**config.mk**
```make
export PLATFORM = sky130hd
export DESIGN_NAME = lrc_host_port
export DESIGN_NICKNAME = d
export VERILOG_FILES = /design/src/core/lrc_pkg.sv /design/src/core/lrc_host_port.sv
export SDC_FILE = /design/constraint.sdc
export NUM_CORES = 1
export LEC_CHECK = 0
export BUFFER_PORTS_ARGS = -buffer_cell sky130_fd_sc_hd__buf_2
export CORE_AREA = 2 2 133 135
export DETAILED_ROUTE_END_ITERATION = 10
export DIE_AREA = 0 0 135 137
export MAX_ROUTING_LAYER = met4
export PLACE_DENSITY = 0.74
export SLEW_MARGIN = 10
export SYNTH_ARGS = -nofsm -noshare
export SYNTH_HDL_FRONTEND = slang
export SYNTH_SLANG_ARGS = --single-unit
```
**constraint.sdc**
```tcl
create_clock -name clk_sys_i -period 2.73 [get_ports clk_sys_i]
set_input_delay 0.819 -clock clk_sys_i [delete_from_list [all_inputs] [get_ports clk_sys_i]]
set_output_delay 0.819 -clock clk_sys_i [all_outputs]
set_load 0.01 [all_outputs]
```
**src/core/lrc_pkg.sv**
```systemverilog
package lrc_pkg;

    // ========================================================
    // bus geometry
    localparam int          DATA_W    = 18;
    localparam int          PIN_W     = 28;
    localparam int          BEAT_W    = 2;

    // ========================================================
    // index values with a fixed meaning
    localparam logic [7:0]  IDX_FRAME  = 8'h22;
    localparam logic [7:0]  IDX_PIXFMT = 8'h3A;

    // ========================================================
    // bus-width strap codes {hi, mid, lo}
    localparam logic [2:0]  BW_16_65K  = 3'h0;
    localparam logic [2:0]  BW_16P2_A  = 3'h1;
    localparam logic [2:0]  BW_18_A    = 3'h2;
    localparam logic [2:0]  BW_8       = 3'h3;
    localparam logic [2:0]  BW_16P2_B  = 3'h4;
    localparam logic [2:0]  BW_18_B    = 3'h5;

    // ========================================================
    // serial pixel format field, low bits of the 3Ah register
    localparam logic [2:0]  FMT_565    = 3'h5;
    localparam logic [2:0]  FMT_RST    = 3'h6;

    // ========================================================
    // reset values
    localparam logic [27:0] PIN_RST    = 28'h800_0000;
    localparam logic [17:0] PIX_RST    = 18'h0_0000;
    localparam logic [7:0]  INDEX_RST  = 8'h00;
    localparam logic [15:0] WORD_RST   = 16'h0000;
    localparam logic [1:0]  CNT_RST    = 2'h0;
    localparam logic [2:0]  BIT_RST    = 3'h0;
    localparam logic [7:0]  BYTE_RST   = 8'h00;

    typedef enum logic [1:0] {
        PAR_IDLE  = 2'b00,
        PAR_WRITE = 2'b01,
        PAR_READ  = 2'b10
    } lrc_par_t;

    typedef enum logic [1:0] {
        SER_START = 2'b00,
        SER_WRITE = 2'b01,
        SER_SKIP  = 2'b10
    } lrc_ser_t;

endpackage : lrc_pkg

```
**src/core/lrc_host_port.sv**
```systemverilog
`timescale 1ns/10ps

module lrc_host_port #(
    parameter logic [4:0] SER_DEV_CODE = 5'h15  // arbitrary value
) (
    input  wire logic        clk_sys_i,
    input  wire logic        rst_n_i,
    input  wire logic        host_protocol_strap_i,
    input  wire logic        cpu_family_strap_i,
    input  wire logic        bus_width_strap_hi_i,
    input  wire logic        bus_width_strap_mid_i,
    input  wire logic        bus_width_strap_lo_i,
    input  wire logic        chip_select_low_n_i,
    input  wire logic        index_data_select_i,
    input  wire logic        write_strobe_or_enable_i,
    input  wire logic        read_strobe_or_direction_i,
    input  wire logic [17:0] parallel_data_lines_i,
    input  wire logic        serial_data_i,
    input  wire logic        otp_video_enable_i,
    input  wire logic        partial_mode_i,
    input  wire logic [17:0] video_pixel_i,
    input  wire logic [17:0] frame_pixel_i,
    input  wire logic [17:0] fm_rdata_i,
    input  wire logic [15:0] reg_rdata_i,
    input  wire logic [15:0] status_i,
    output logic      [17:0] parallel_data_lines_o,
    output logic             parallel_data_lines_oe_o,
    output logic             reg_wr_o,
    output logic             reg_rd_o,
    output logic      [7:0]  reg_index_o,
    output logic      [15:0] reg_wdata_o,
    output logic             fm_wr_o,
    output logic      [17:0] fm_wdata_o,
    output logic             fm_rd_o,
    output logic      [17:0] display_pixel_o,
    output logic             video_input_enable_o
);

    // ========================================================
    // helpers
    // returns {read_active, write_active} for either bus family
    function automatic logic [1:0] access(input logic m68, input logic a, input logic b);
        access = m68 ? {a & b, a & !b} : {!b & a, !a & b};
    endfunction : access

    // 5-6-5 widened to 6-6-6 by repeating the top bit
    function automatic logic [17:0] expand565(input logic [15:0] w);
        expand565 = {w[15:11], w[15], w[10:5], w[4:0], w[4]};
    endfunction : expand565

    // ========================================================
    // pin synchronisers
    logic [27:0] pin_a_q, pin_b_q, pin_c_q;

    always_ff @(posedge clk_sys_i) begin
        if (!rst_n_i) begin
            pin_a_q <= lrc_pkg::PIN_RST;
            pin_b_q <= lrc_pkg::PIN_RST;
            pin_c_q <= lrc_pkg::PIN_RST;
        end else begin
            pin_a_q <= {chip_select_low_n_i, index_data_select_i, write_strobe_or_enable_i,
                        read_strobe_or_direction_i, serial_data_i, cpu_family_strap_i,
                        bus_width_strap_hi_i, bus_width_strap_mid_i, bus_width_strap_lo_i,
                        host_protocol_strap_i, parallel_data_lines_i};
            pin_b_q <= pin_a_q;
            pin_c_q <= pin_b_q;
        end
    end

    logic        cs_act, dcx, sdi, m68, rc_mode, serial;
    logic [2:0]  bw;
    logic [17:0] pdata;
    logic [1:0]  acc_now;
    logic        en_par, en_ser, sclk_rise;

    always_comb begin
        cs_act    = !pin_b_q[27];
        dcx       = pin_b_q[26];
        sdi       = pin_b_q[23];
        m68       = pin_b_q[22];
        bw        = pin_b_q[21:19];
        rc_mode   = pin_b_q[18];
        pdata     = pin_b_q[17:0];
        serial    = bw[2] & bw[1];
        acc_now   = access(m68, pin_b_q[25], pin_b_q[24]);
        en_par    = cs_act & rc_mode & !serial;
        en_ser    = cs_act & rc_mode & serial;
        sclk_rise = pin_b_q[26] & !pin_c_q[26];
    end

    // ========================================================
    // state
    lrc_pkg::lrc_par_t par_q, par_d;
    lrc_pkg::lrc_ser_t ser_q, ser_d;
    logic [17:0] hold_q, hold_d, acc_q, acc_d, wl_q, wl_d, rl_q, rl_d;
    logic [17:0] pdo_q, pdo_d, disp_q, disp_d;
    logic [7:0]  index_q, index_d, sr_q, sr_d;
    logic [15:0] rwd_q, rwd_d;
    logic [2:0]  bit_q, bit_d, fmt_q, fmt_d;
    logic [1:0]  cnt_q, cnt_d;
    logic        ser_sel_q, ser_sel_d, oe_q, oe_d, fmw_q, fmw_d, fmr_q, fmr_d;
    logic        rw_q, rw_d, rr_q, rr_d, ven_q, ven_d, load_q;

    logic        beat_v, beat_dcx, mode8, frame_memory, last, pix_done;
    logic [17:0] beat_d, pix;
    logic [15:0] word;
    logic [1:0]  need;
    logic [7:0]  byte_in;

    always_comb begin
        par_d     = par_q;
        ser_d     = ser_q;
        hold_d    = hold_q;
        acc_d     = acc_q;
        wl_d      = wl_q;
        rl_d      = fmr_q ? fm_rdata_i : rl_q;
        pdo_d     = pdo_q;
        index_d   = index_q;
        sr_d      = sr_q;
        rwd_d     = rwd_q;
        bit_d     = bit_q;
        fmt_d     = fmt_q;
        cnt_d     = cnt_q;
        ser_sel_d = ser_sel_q;
        fmw_d     = 1'b0;
        fmr_d     = 1'b0;
        rw_d      = 1'b0;
        rr_d      = 1'b0;
        beat_v    = 1'b0;
        beat_dcx  = 1'b0;
        beat_d    = lrc_pkg::PIX_RST;
        pix       = lrc_pkg::PIX_RST;
        word      = lrc_pkg::WORD_RST;
        pix_done  = 1'b0;
        byte_in   = {sr_q[6:0], sdi};

        // parallel transfers; a write is taken when its strobe ends
        case (par_q)
            lrc_pkg::PAR_IDLE: begin
                hold_d = pdata;
                if (en_par && acc_now[0]) begin
                    par_d = lrc_pkg::PAR_WRITE;
                end else if (en_par && acc_now[1]) begin
                    par_d = lrc_pkg::PAR_READ;
                    if (!dcx) begin
                        pdo_d = {2'b00, status_i};
                    end else if (index_q == lrc_pkg::IDX_FRAME) begin
                        pdo_d = rl_q;
                        fmr_d = 1'b1;
                    end else begin
                        pdo_d = {2'b00, reg_rdata_i};
                        rr_d  = 1'b1;
                    end
                end
            end
            lrc_pkg::PAR_WRITE: begin
                if (!en_par) begin
                    par_d = lrc_pkg::PAR_IDLE;
                end else if (acc_now[0]) begin
                    hold_d = pdata;
                end else begin
                    par_d    = lrc_pkg::PAR_IDLE;
                    beat_v   = 1'b1;
                    beat_dcx = dcx;
                    beat_d   = hold_q;
                end
            end
            lrc_pkg::PAR_READ: begin
                if (!en_par || !acc_now[1]) begin
                    par_d = lrc_pkg::PAR_IDLE;
                end
            end
            default: par_d = lrc_pkg::PAR_IDLE;
        endcase

        // serial link: start byte, then write bytes
        if (!en_ser) begin
            ser_d = lrc_pkg::SER_START;
            bit_d = lrc_pkg::BIT_RST;
        end else if (sclk_rise) begin
            sr_d  = byte_in;
            bit_d = bit_q + 3'd1;
            if (bit_q == 3'd7) begin
                case (ser_q)
                    lrc_pkg::SER_START: begin
                        ser_sel_d = byte_in[1];
                        if (byte_in[7:3] == SER_DEV_CODE && byte_in[2] == bw[0] && !byte_in[0]) begin
                            ser_d = lrc_pkg::SER_WRITE;
                        end else begin
                            ser_d = lrc_pkg::SER_SKIP;
                        end
                    end
                    lrc_pkg::SER_WRITE: begin
                        beat_v   = 1'b1;
                        beat_dcx = ser_sel_q;
                        beat_d   = {10'h000, byte_in};
                    end
                    lrc_pkg::SER_SKIP: ser_d = lrc_pkg::SER_SKIP;
                    default: ser_d = lrc_pkg::SER_SKIP;
                endcase
            end
        end

        // beat assembly into registers or pixels
        mode8 = serial || bw == lrc_pkg::BW_8;
        frame_memory  = index_q == lrc_pkg::IDX_FRAME;
        if (frame_memory) begin
            case (bw)
                lrc_pkg::BW_16P2_A, lrc_pkg::BW_16P2_B: need = 2'd2;
                lrc_pkg::BW_8: need = 2'd3;
                lrc_pkg::BW_16_65K, lrc_pkg::BW_18_A, lrc_pkg::BW_18_B: need = 2'd1;
                default: need = (fmt_q == lrc_pkg::FMT_565) ? 2'd2 : 2'd3;
            endcase
        end else begin
            need = mode8 ? 2'd2 : 2'd1;
        end
        last = (cnt_q + 2'd1) == need;
        if (beat_v) begin
            if (!beat_dcx) begin
                index_d = beat_d[7:0];
                cnt_d   = lrc_pkg::CNT_RST;
            end else if (!last) begin
                cnt_d = cnt_q + 2'd1;
                acc_d = mode8 ? {acc_q[9:0], beat_d[7:0]} : beat_d;
            end else begin
                cnt_d = lrc_pkg::CNT_RST;
                word  = mode8 ? {acc_q[7:0], beat_d[7:0]} : beat_d[15:0];
                if (frame_memory) begin
                    case (bw)
                        lrc_pkg::BW_16_65K: pix = expand565(beat_d[15:0]);
                        lrc_pkg::BW_16P2_A, lrc_pkg::BW_16P2_B: pix = {acc_q[15:0], beat_d[1:0]};
                        lrc_pkg::BW_18_A, lrc_pkg::BW_18_B: pix = beat_d;
                        default: pix = (serial && fmt_q == lrc_pkg::FMT_565) ? expand565(word)
                                     : {acc_q[15:10], acc_q[7:2], beat_d[7:2]};
                    endcase
                    pix_done = 1'b1;
                    wl_d     = pix;
                    fmw_d    = 1'b1;
                end else begin
                    rw_d  = 1'b1;
                    rwd_d = word;
                    if (index_q == lrc_pkg::IDX_PIXFMT) begin
                        fmt_d = word[2:0];
                    end
                end
            end
        end

        oe_d   = par_d == lrc_pkg::PAR_READ;
        ven_d  = load_q ? ven_q : otp_video_enable_i;
        disp_d = (ven_q && !partial_mode_i) ? video_pixel_i : frame_pixel_i;
    end

    always_ff @(posedge clk_sys_i) begin
        if (!rst_n_i) begin
            par_q     <= lrc_pkg::PAR_IDLE;
            ser_q     <= lrc_pkg::SER_START;
            hold_q    <= lrc_pkg::PIX_RST;
            acc_q     <= lrc_pkg::PIX_RST;
            wl_q      <= lrc_pkg::PIX_RST;
            rl_q      <= lrc_pkg::PIX_RST;
            pdo_q     <= lrc_pkg::PIX_RST;
            disp_q    <= lrc_pkg::PIX_RST;
            index_q   <= lrc_pkg::INDEX_RST;
            sr_q      <= lrc_pkg::BYTE_RST;
            rwd_q     <= lrc_pkg::WORD_RST;
            bit_q     <= lrc_pkg::BIT_RST;
            fmt_q     <= lrc_pkg::FMT_RST;
            cnt_q     <= lrc_pkg::CNT_RST;
            ser_sel_q <= 1'b0;
            oe_q      <= 1'b0;
            fmw_q     <= 1'b0;
            fmr_q     <= 1'b0;
            rw_q      <= 1'b0;
            rr_q      <= 1'b0;
            ven_q     <= 1'b0;
            load_q    <= 1'b0;
        end else begin
            par_q     <= par_d;
            ser_q     <= ser_d;
            hold_q    <= hold_d;
            acc_q     <= acc_d;
            wl_q      <= wl_d;
            rl_q      <= rl_d;
            pdo_q     <= pdo_d;
            disp_q    <= disp_d;
            index_q   <= index_d;
            sr_q      <= sr_d;
            rwd_q     <= rwd_d;
            bit_q     <= bit_d;
            fmt_q     <= fmt_d;
            cnt_q     <= cnt_d;
            ser_sel_q <= ser_sel_d;
            oe_q      <= oe_d;
            fmw_q     <= fmw_d;
            fmr_q     <= fmr_d;
            rw_q      <= rw_d;
            rr_q      <= rr_d;
            ven_q     <= ven_d;
            load_q    <= 1'b1;  // otp value taken once, in the first cycle after reset
        end
    end

    assign parallel_data_lines_o    = pdo_q;
    assign parallel_data_lines_oe_o = oe_q;
    assign reg_wr_o                 = rw_q;
    assign reg_rd_o                 = rr_q;
    assign reg_index_o              = index_q;
    assign reg_wdata_o              = rwd_q;
    assign fm_wr_o                  = fmw_q;
    assign fm_wdata_o               = wl_q;
    assign fm_rd_o                  = fmr_q;
    assign display_pixel_o          = disp_q;
    assign video_input_enable_o     = ven_q;
endmodule : lrc_host_port

```
==> parameters.txt <==
Parameter                              Value

Yosys
  Post-synth EDFFs ... 0
  Library cell with the largest summed area after synthesis ... dfxtp_1
  Synthesis Warnings ... 0
  Predominant post-synthesis flop cell ... dfxtp_1
  Synth area leaders ... dfxtp_1 51%, nor2_1 6.8%, mux2i_1 5.7%, nand2_1 4.6%, and2_1 4.3%
  Netlist area before placement ... approximately 8400 um2
  Share of flip-flops with an asynchronous set or reset ... 0%
  Register bit total from synthesis ... 214
  Mapped Nets ... roughly 1100
  Avg Cell Area, Syn ... 8.907 um2
  Yosys top cell area share ... 51.01%
  Synth Instances ... roughly 940
  Portion of the post-synthesis area used by sequential elements ... 51.01%
  Distinct cell type count of the synthesized netlist ... 60

STA
  Post-layout minimum cycle time ... 2446 ps
  Period utilisation layout ... about nine tenths
  Total negative slack for setup checks ... 0 ps
  Worst Tran Pin Value ... 706.5 ps
  Worst relative slew slack ... a little over half
  RSZ-0062 raised after global routing ... false
  Number of max-slew violations in the final report ... 0
  Final worst setup slack ... 284.4 ps
  Fmax ... 0.4089 GHz
  Hold Violations, Final ... 0
  Min Hold Slack ... 417.2 ps
  Final setup viols ... 0
  Clock Skews ... 20.12 ps

Final layout
  Nets ... 1258
  Layout Area Growth over Synthesis ... 24.95%
  Number of antenna cells inserted ... 0
  Fill cells ... 1470
  Layout cell share with drive strength beyond 1 ... roughly 26%

Critical path
  CP Capture Type ... flip-flop
  FF-to-FF setup slack ... about 280 ps
  Worst Setup Start Kind ... flip-flop
  Slowest stage delay, CP ... 590 ps
  Setup crit start ... pin_b_q[21]$_SDFF_PN0_
  Critical path cell sequence ... nor2_1 > nor2b_1 > a211oi_2 > or4_4 > nor4_4 > buf_4 > o2111ai_1 > a21oi_1
  Source of the worst register-to-register timing path ... pin_b_q[21]$_SDFF_PN0_
  Worst-path fanout max ... 13
  Type of the worst setup path ... reg2reg
  Cell with the biggest individual delay on the critical path ... or4_4
  Worst EP required ... about 3200 ps
  Worst setup path end ... fm_wdata_o[5]$_SDFFE_PN0P_
  Arrival time of the worst setup path ... 2880 ps
  End of the worst register-to-register path ... fm_wdata_o[5]$_SDFFE_PN0P_
  Depth of the worst register-to-register path ... 8

Placement
  Buffers added on ports ... 201
  Weighted congestion at the end of routability-driven global placement ... 0.9506
  Pre-CTS WS ... about 85 ps
  Half-perimeter wire length after detailed placement ... 15260 um

Clock tree
  Total CTS buffers ... 22
  Clock buffer depth ... 3
  Clock-pin slew of the registers on the worst-case setup and hold paths ... 60 ps
  Cell at the root of the clock tree ... clkbuf_16
  Clock latency on the worst-skew pair ... around 510 ps
  Clock Sinks ... ~210
  CTS tree ... built
  Deepest level of the CTS H-tree ... 1
  Number of buffers added for setup after CTS ... 0

Global route
  First-pass GRT wire length ... between 30000 and 40000 um
  Global route overflow ... 0
  Via count of the first global-routing pass ... 6769
  Total GRT Usage ... 23.24%
  Initial antenna violation count ... 0
  Largest net degree at the start of global routing ... 73

Status
  Result of the run ... complete, no violations

Drt
  Number of nets with antenna violations after detailed routing ... 0
  Routed vias/inst ... 5.414
  Iteration-0 DRC count of the detailed router ... 670
  Pre-antenna DRT Iters ... 5
  Vias ... 7461
  Routed length on met1 ... 9690 um
  Met3 wire len ... approximately 1900 um
  Remaining DRCs ... 0
  Uppermost layer routed ... met4
  Total met2 wirelength after detailed routing ... between 9000 and 10000 um
  Detailed Route WL ... 21930 um
  Routed wire length per instance ... 15.91 um

Min path
  HP Class ... reg2reg

Power
  Pleak ... 4.457 nW
  Max rail drop VDD ... roughly 0.00042 V
  Pwr/cell area ... 619.7 nW/um2

Floorplan
  Total core area ... 17060 um2
  IO Count ... 202
  Height of the chip ... 137 um
  Effective utilization at floorplan ... 49.24%
  Floorplan row count ... 48
  Die Area ... around 18000 um2
  Die X-Extent ... 135 um

Run
  Max Cap Violations ... 0
## what timing repair did
action                                 4_1_cts  5_1_grt
hold buffers                                 0        0
setup endpoints to repair                    0       26
resized for setup                            0        3
endpoints found under the hold margin        0        0
## cell usage after synthesis (all sizes together) (3+ instances only)
library cell / instances
or2: 4
inv: 7
nand2b: 6
nor4: 4
nor3: 12
nand2: 103
o31ai: 3
a221oi: 9
buf: 15
xnor2: 3
a211oi: 43
clkbuf: 54
nand3: 18
a311oi: 19
nand4: 4
and3: 9
dfxtp: 214
and2: 58
a21oi: 73
or4: 3
nor3b: 3
o21ai: 17
mux2i: 48
xor2: 4
nor2: 152
o22ai: 6
a22oi: 15
nor2b: 6
## cells by family after synthesis
logic type	Yosys count	share of synthesized area (%)
flip-flops	214	51.01
multiplexers	49	5.854
adder cells (fa/ha/maj)	2	0.2979
XOR/XNOR	7	0.7299
AO/OA/AOI/OAI	203	16.27
AND/OR/NAND/NOR	392	22.24
buffers and inverters	76	3.605
## report_power, final
| part | total [mW] | switching [mW] | internal, mW | leakage, nW |
|---|---|---|---|---|
| Clock | 2.95 | 1.21 | 1.75 | 0.348 |
| Sequential | 3.22 | 0.0289 | 3.19 | 1.74 |
| Combinational | 0.335 | 0.180 | 0.155 | 2.37 |
| Total | 6.50 | 1.41 | 5.09 | 4.46 |
## cell type report
class | instances | area [um2] | area share, %
Inverter | 7 | 28.78 | 0.2742
Tap cell | 225 | 281.5 | 2.682
Sequential cell | 214 | 4287 | 40.84
Timing Repair Buffer | 240 | 1349 | 12.85
Clock inverter | 7 | 68.82 | 0.6557
Clock buffer | 32 | 649.4 | 6.187
Multi-Input combinational cell | 653 | 3831 | 36.50
## how the worst min path moves through the flow
stage | slack [ps] | to | cells after the start | startpoint
2_1_floorplan | 390 | pin_b_q[27]$_SDFF_PN1_ | 1 | pin_a_q[27]$_SDFF_PN1_
3_3_place_gp | 410 | pin_b_q[27]$_SDFF_PN1_ | 1 | pin_a_q[27]$_SDFF_PN1_
3_5_place_dp | 410 | pin_b_q[27]$_SDFF_PN1_ | 1 | pin_a_q[27]$_SDFF_PN1_
4_1_cts | 420 | pin_b_q[27]$_SDFF_PN1_ | 1 | pin_a_q[27]$_SDFF_PN1_
5_1_grt | 430 | pin_b_q[27]$_SDFF_PN1_ | 1 | pin_a_q[27]$_SDFF_PN1_
6_report | 420 | pin_b_q[27]$_SDFF_PN1_ | 1 | pin_a_q[27]$_SDFF_PN1_
## registers in the layout, summed over array words and instances (netlist names), 2 cells and up
register	count
acc_q	16
bit_q	3
cnt_q	2
display_pixel_o	18
fm_wdata_o	18
fmt_q	3
hold_q	18
par_q	2
parallel_data_lines_o	18
pin_a_q	28
pin_b_q	28
reg_index_o	8
reg_wdata_o	16
rl_q	18
ser_q	2
sr_q	7
## critical path, delay by kind of cell (launching register included)
kind | cells | cell delay [ps]
flip-flops | 1 | 460
AND/OR/NAND/NOR | 4 | 1260
buffers and inverters | 1 | 240
AO/OA/AOI/OAI | 3 | 420
## routing by layer
metal / GRT usage, % / vias to the layer above
met5: - / -
met4: 7.407 / 0
met3: 3.926 / 43
met2: 35.59 / 333
met1: 31.52 / 3419
li1: - / 3666
## cells in the final DEF (no fill, tap or decap), drive strengths merged, types with 3 or more instances in the layout
master  synthesis  final
and3            9      9
and2           58     58
a22oi          15     15
o22ai           6      6
clkinv          0      4
nor2b           6      6
a311oi         19     19
xor2            4      4
clkbuf         54     32
inv             7      7
nand3          18     18
dfxtp         214    214
nor3b           3      3
o21ai          17     17
nor2          152    152
or2             4      4
o31ai           3      3
or4             3      3
nor3           12     12
mux2i          48     48
nand2b          6      6
buf            15    240
xnor2           3      3
nor4            4      4
nand2         103    103
a221oi          9      9
a21oi          73     73
nand4           4      4
a211oi         43     43
## through the flow
stage          power [mW]  cells  utilization, %  area, um2
4_1_cts             6.554   1378           61.47      10480
3_3_place_gp        3.616   1339           57.26       9766
6_report            6.504   1378           61.53      10500
3_5_place_dp        3.618   1339           57.26       9766
2_1_floorplan       3.456    943               -       8399
5_1_grt             6.709   1378           61.53      10500
(Power assumes the default switching activity.)
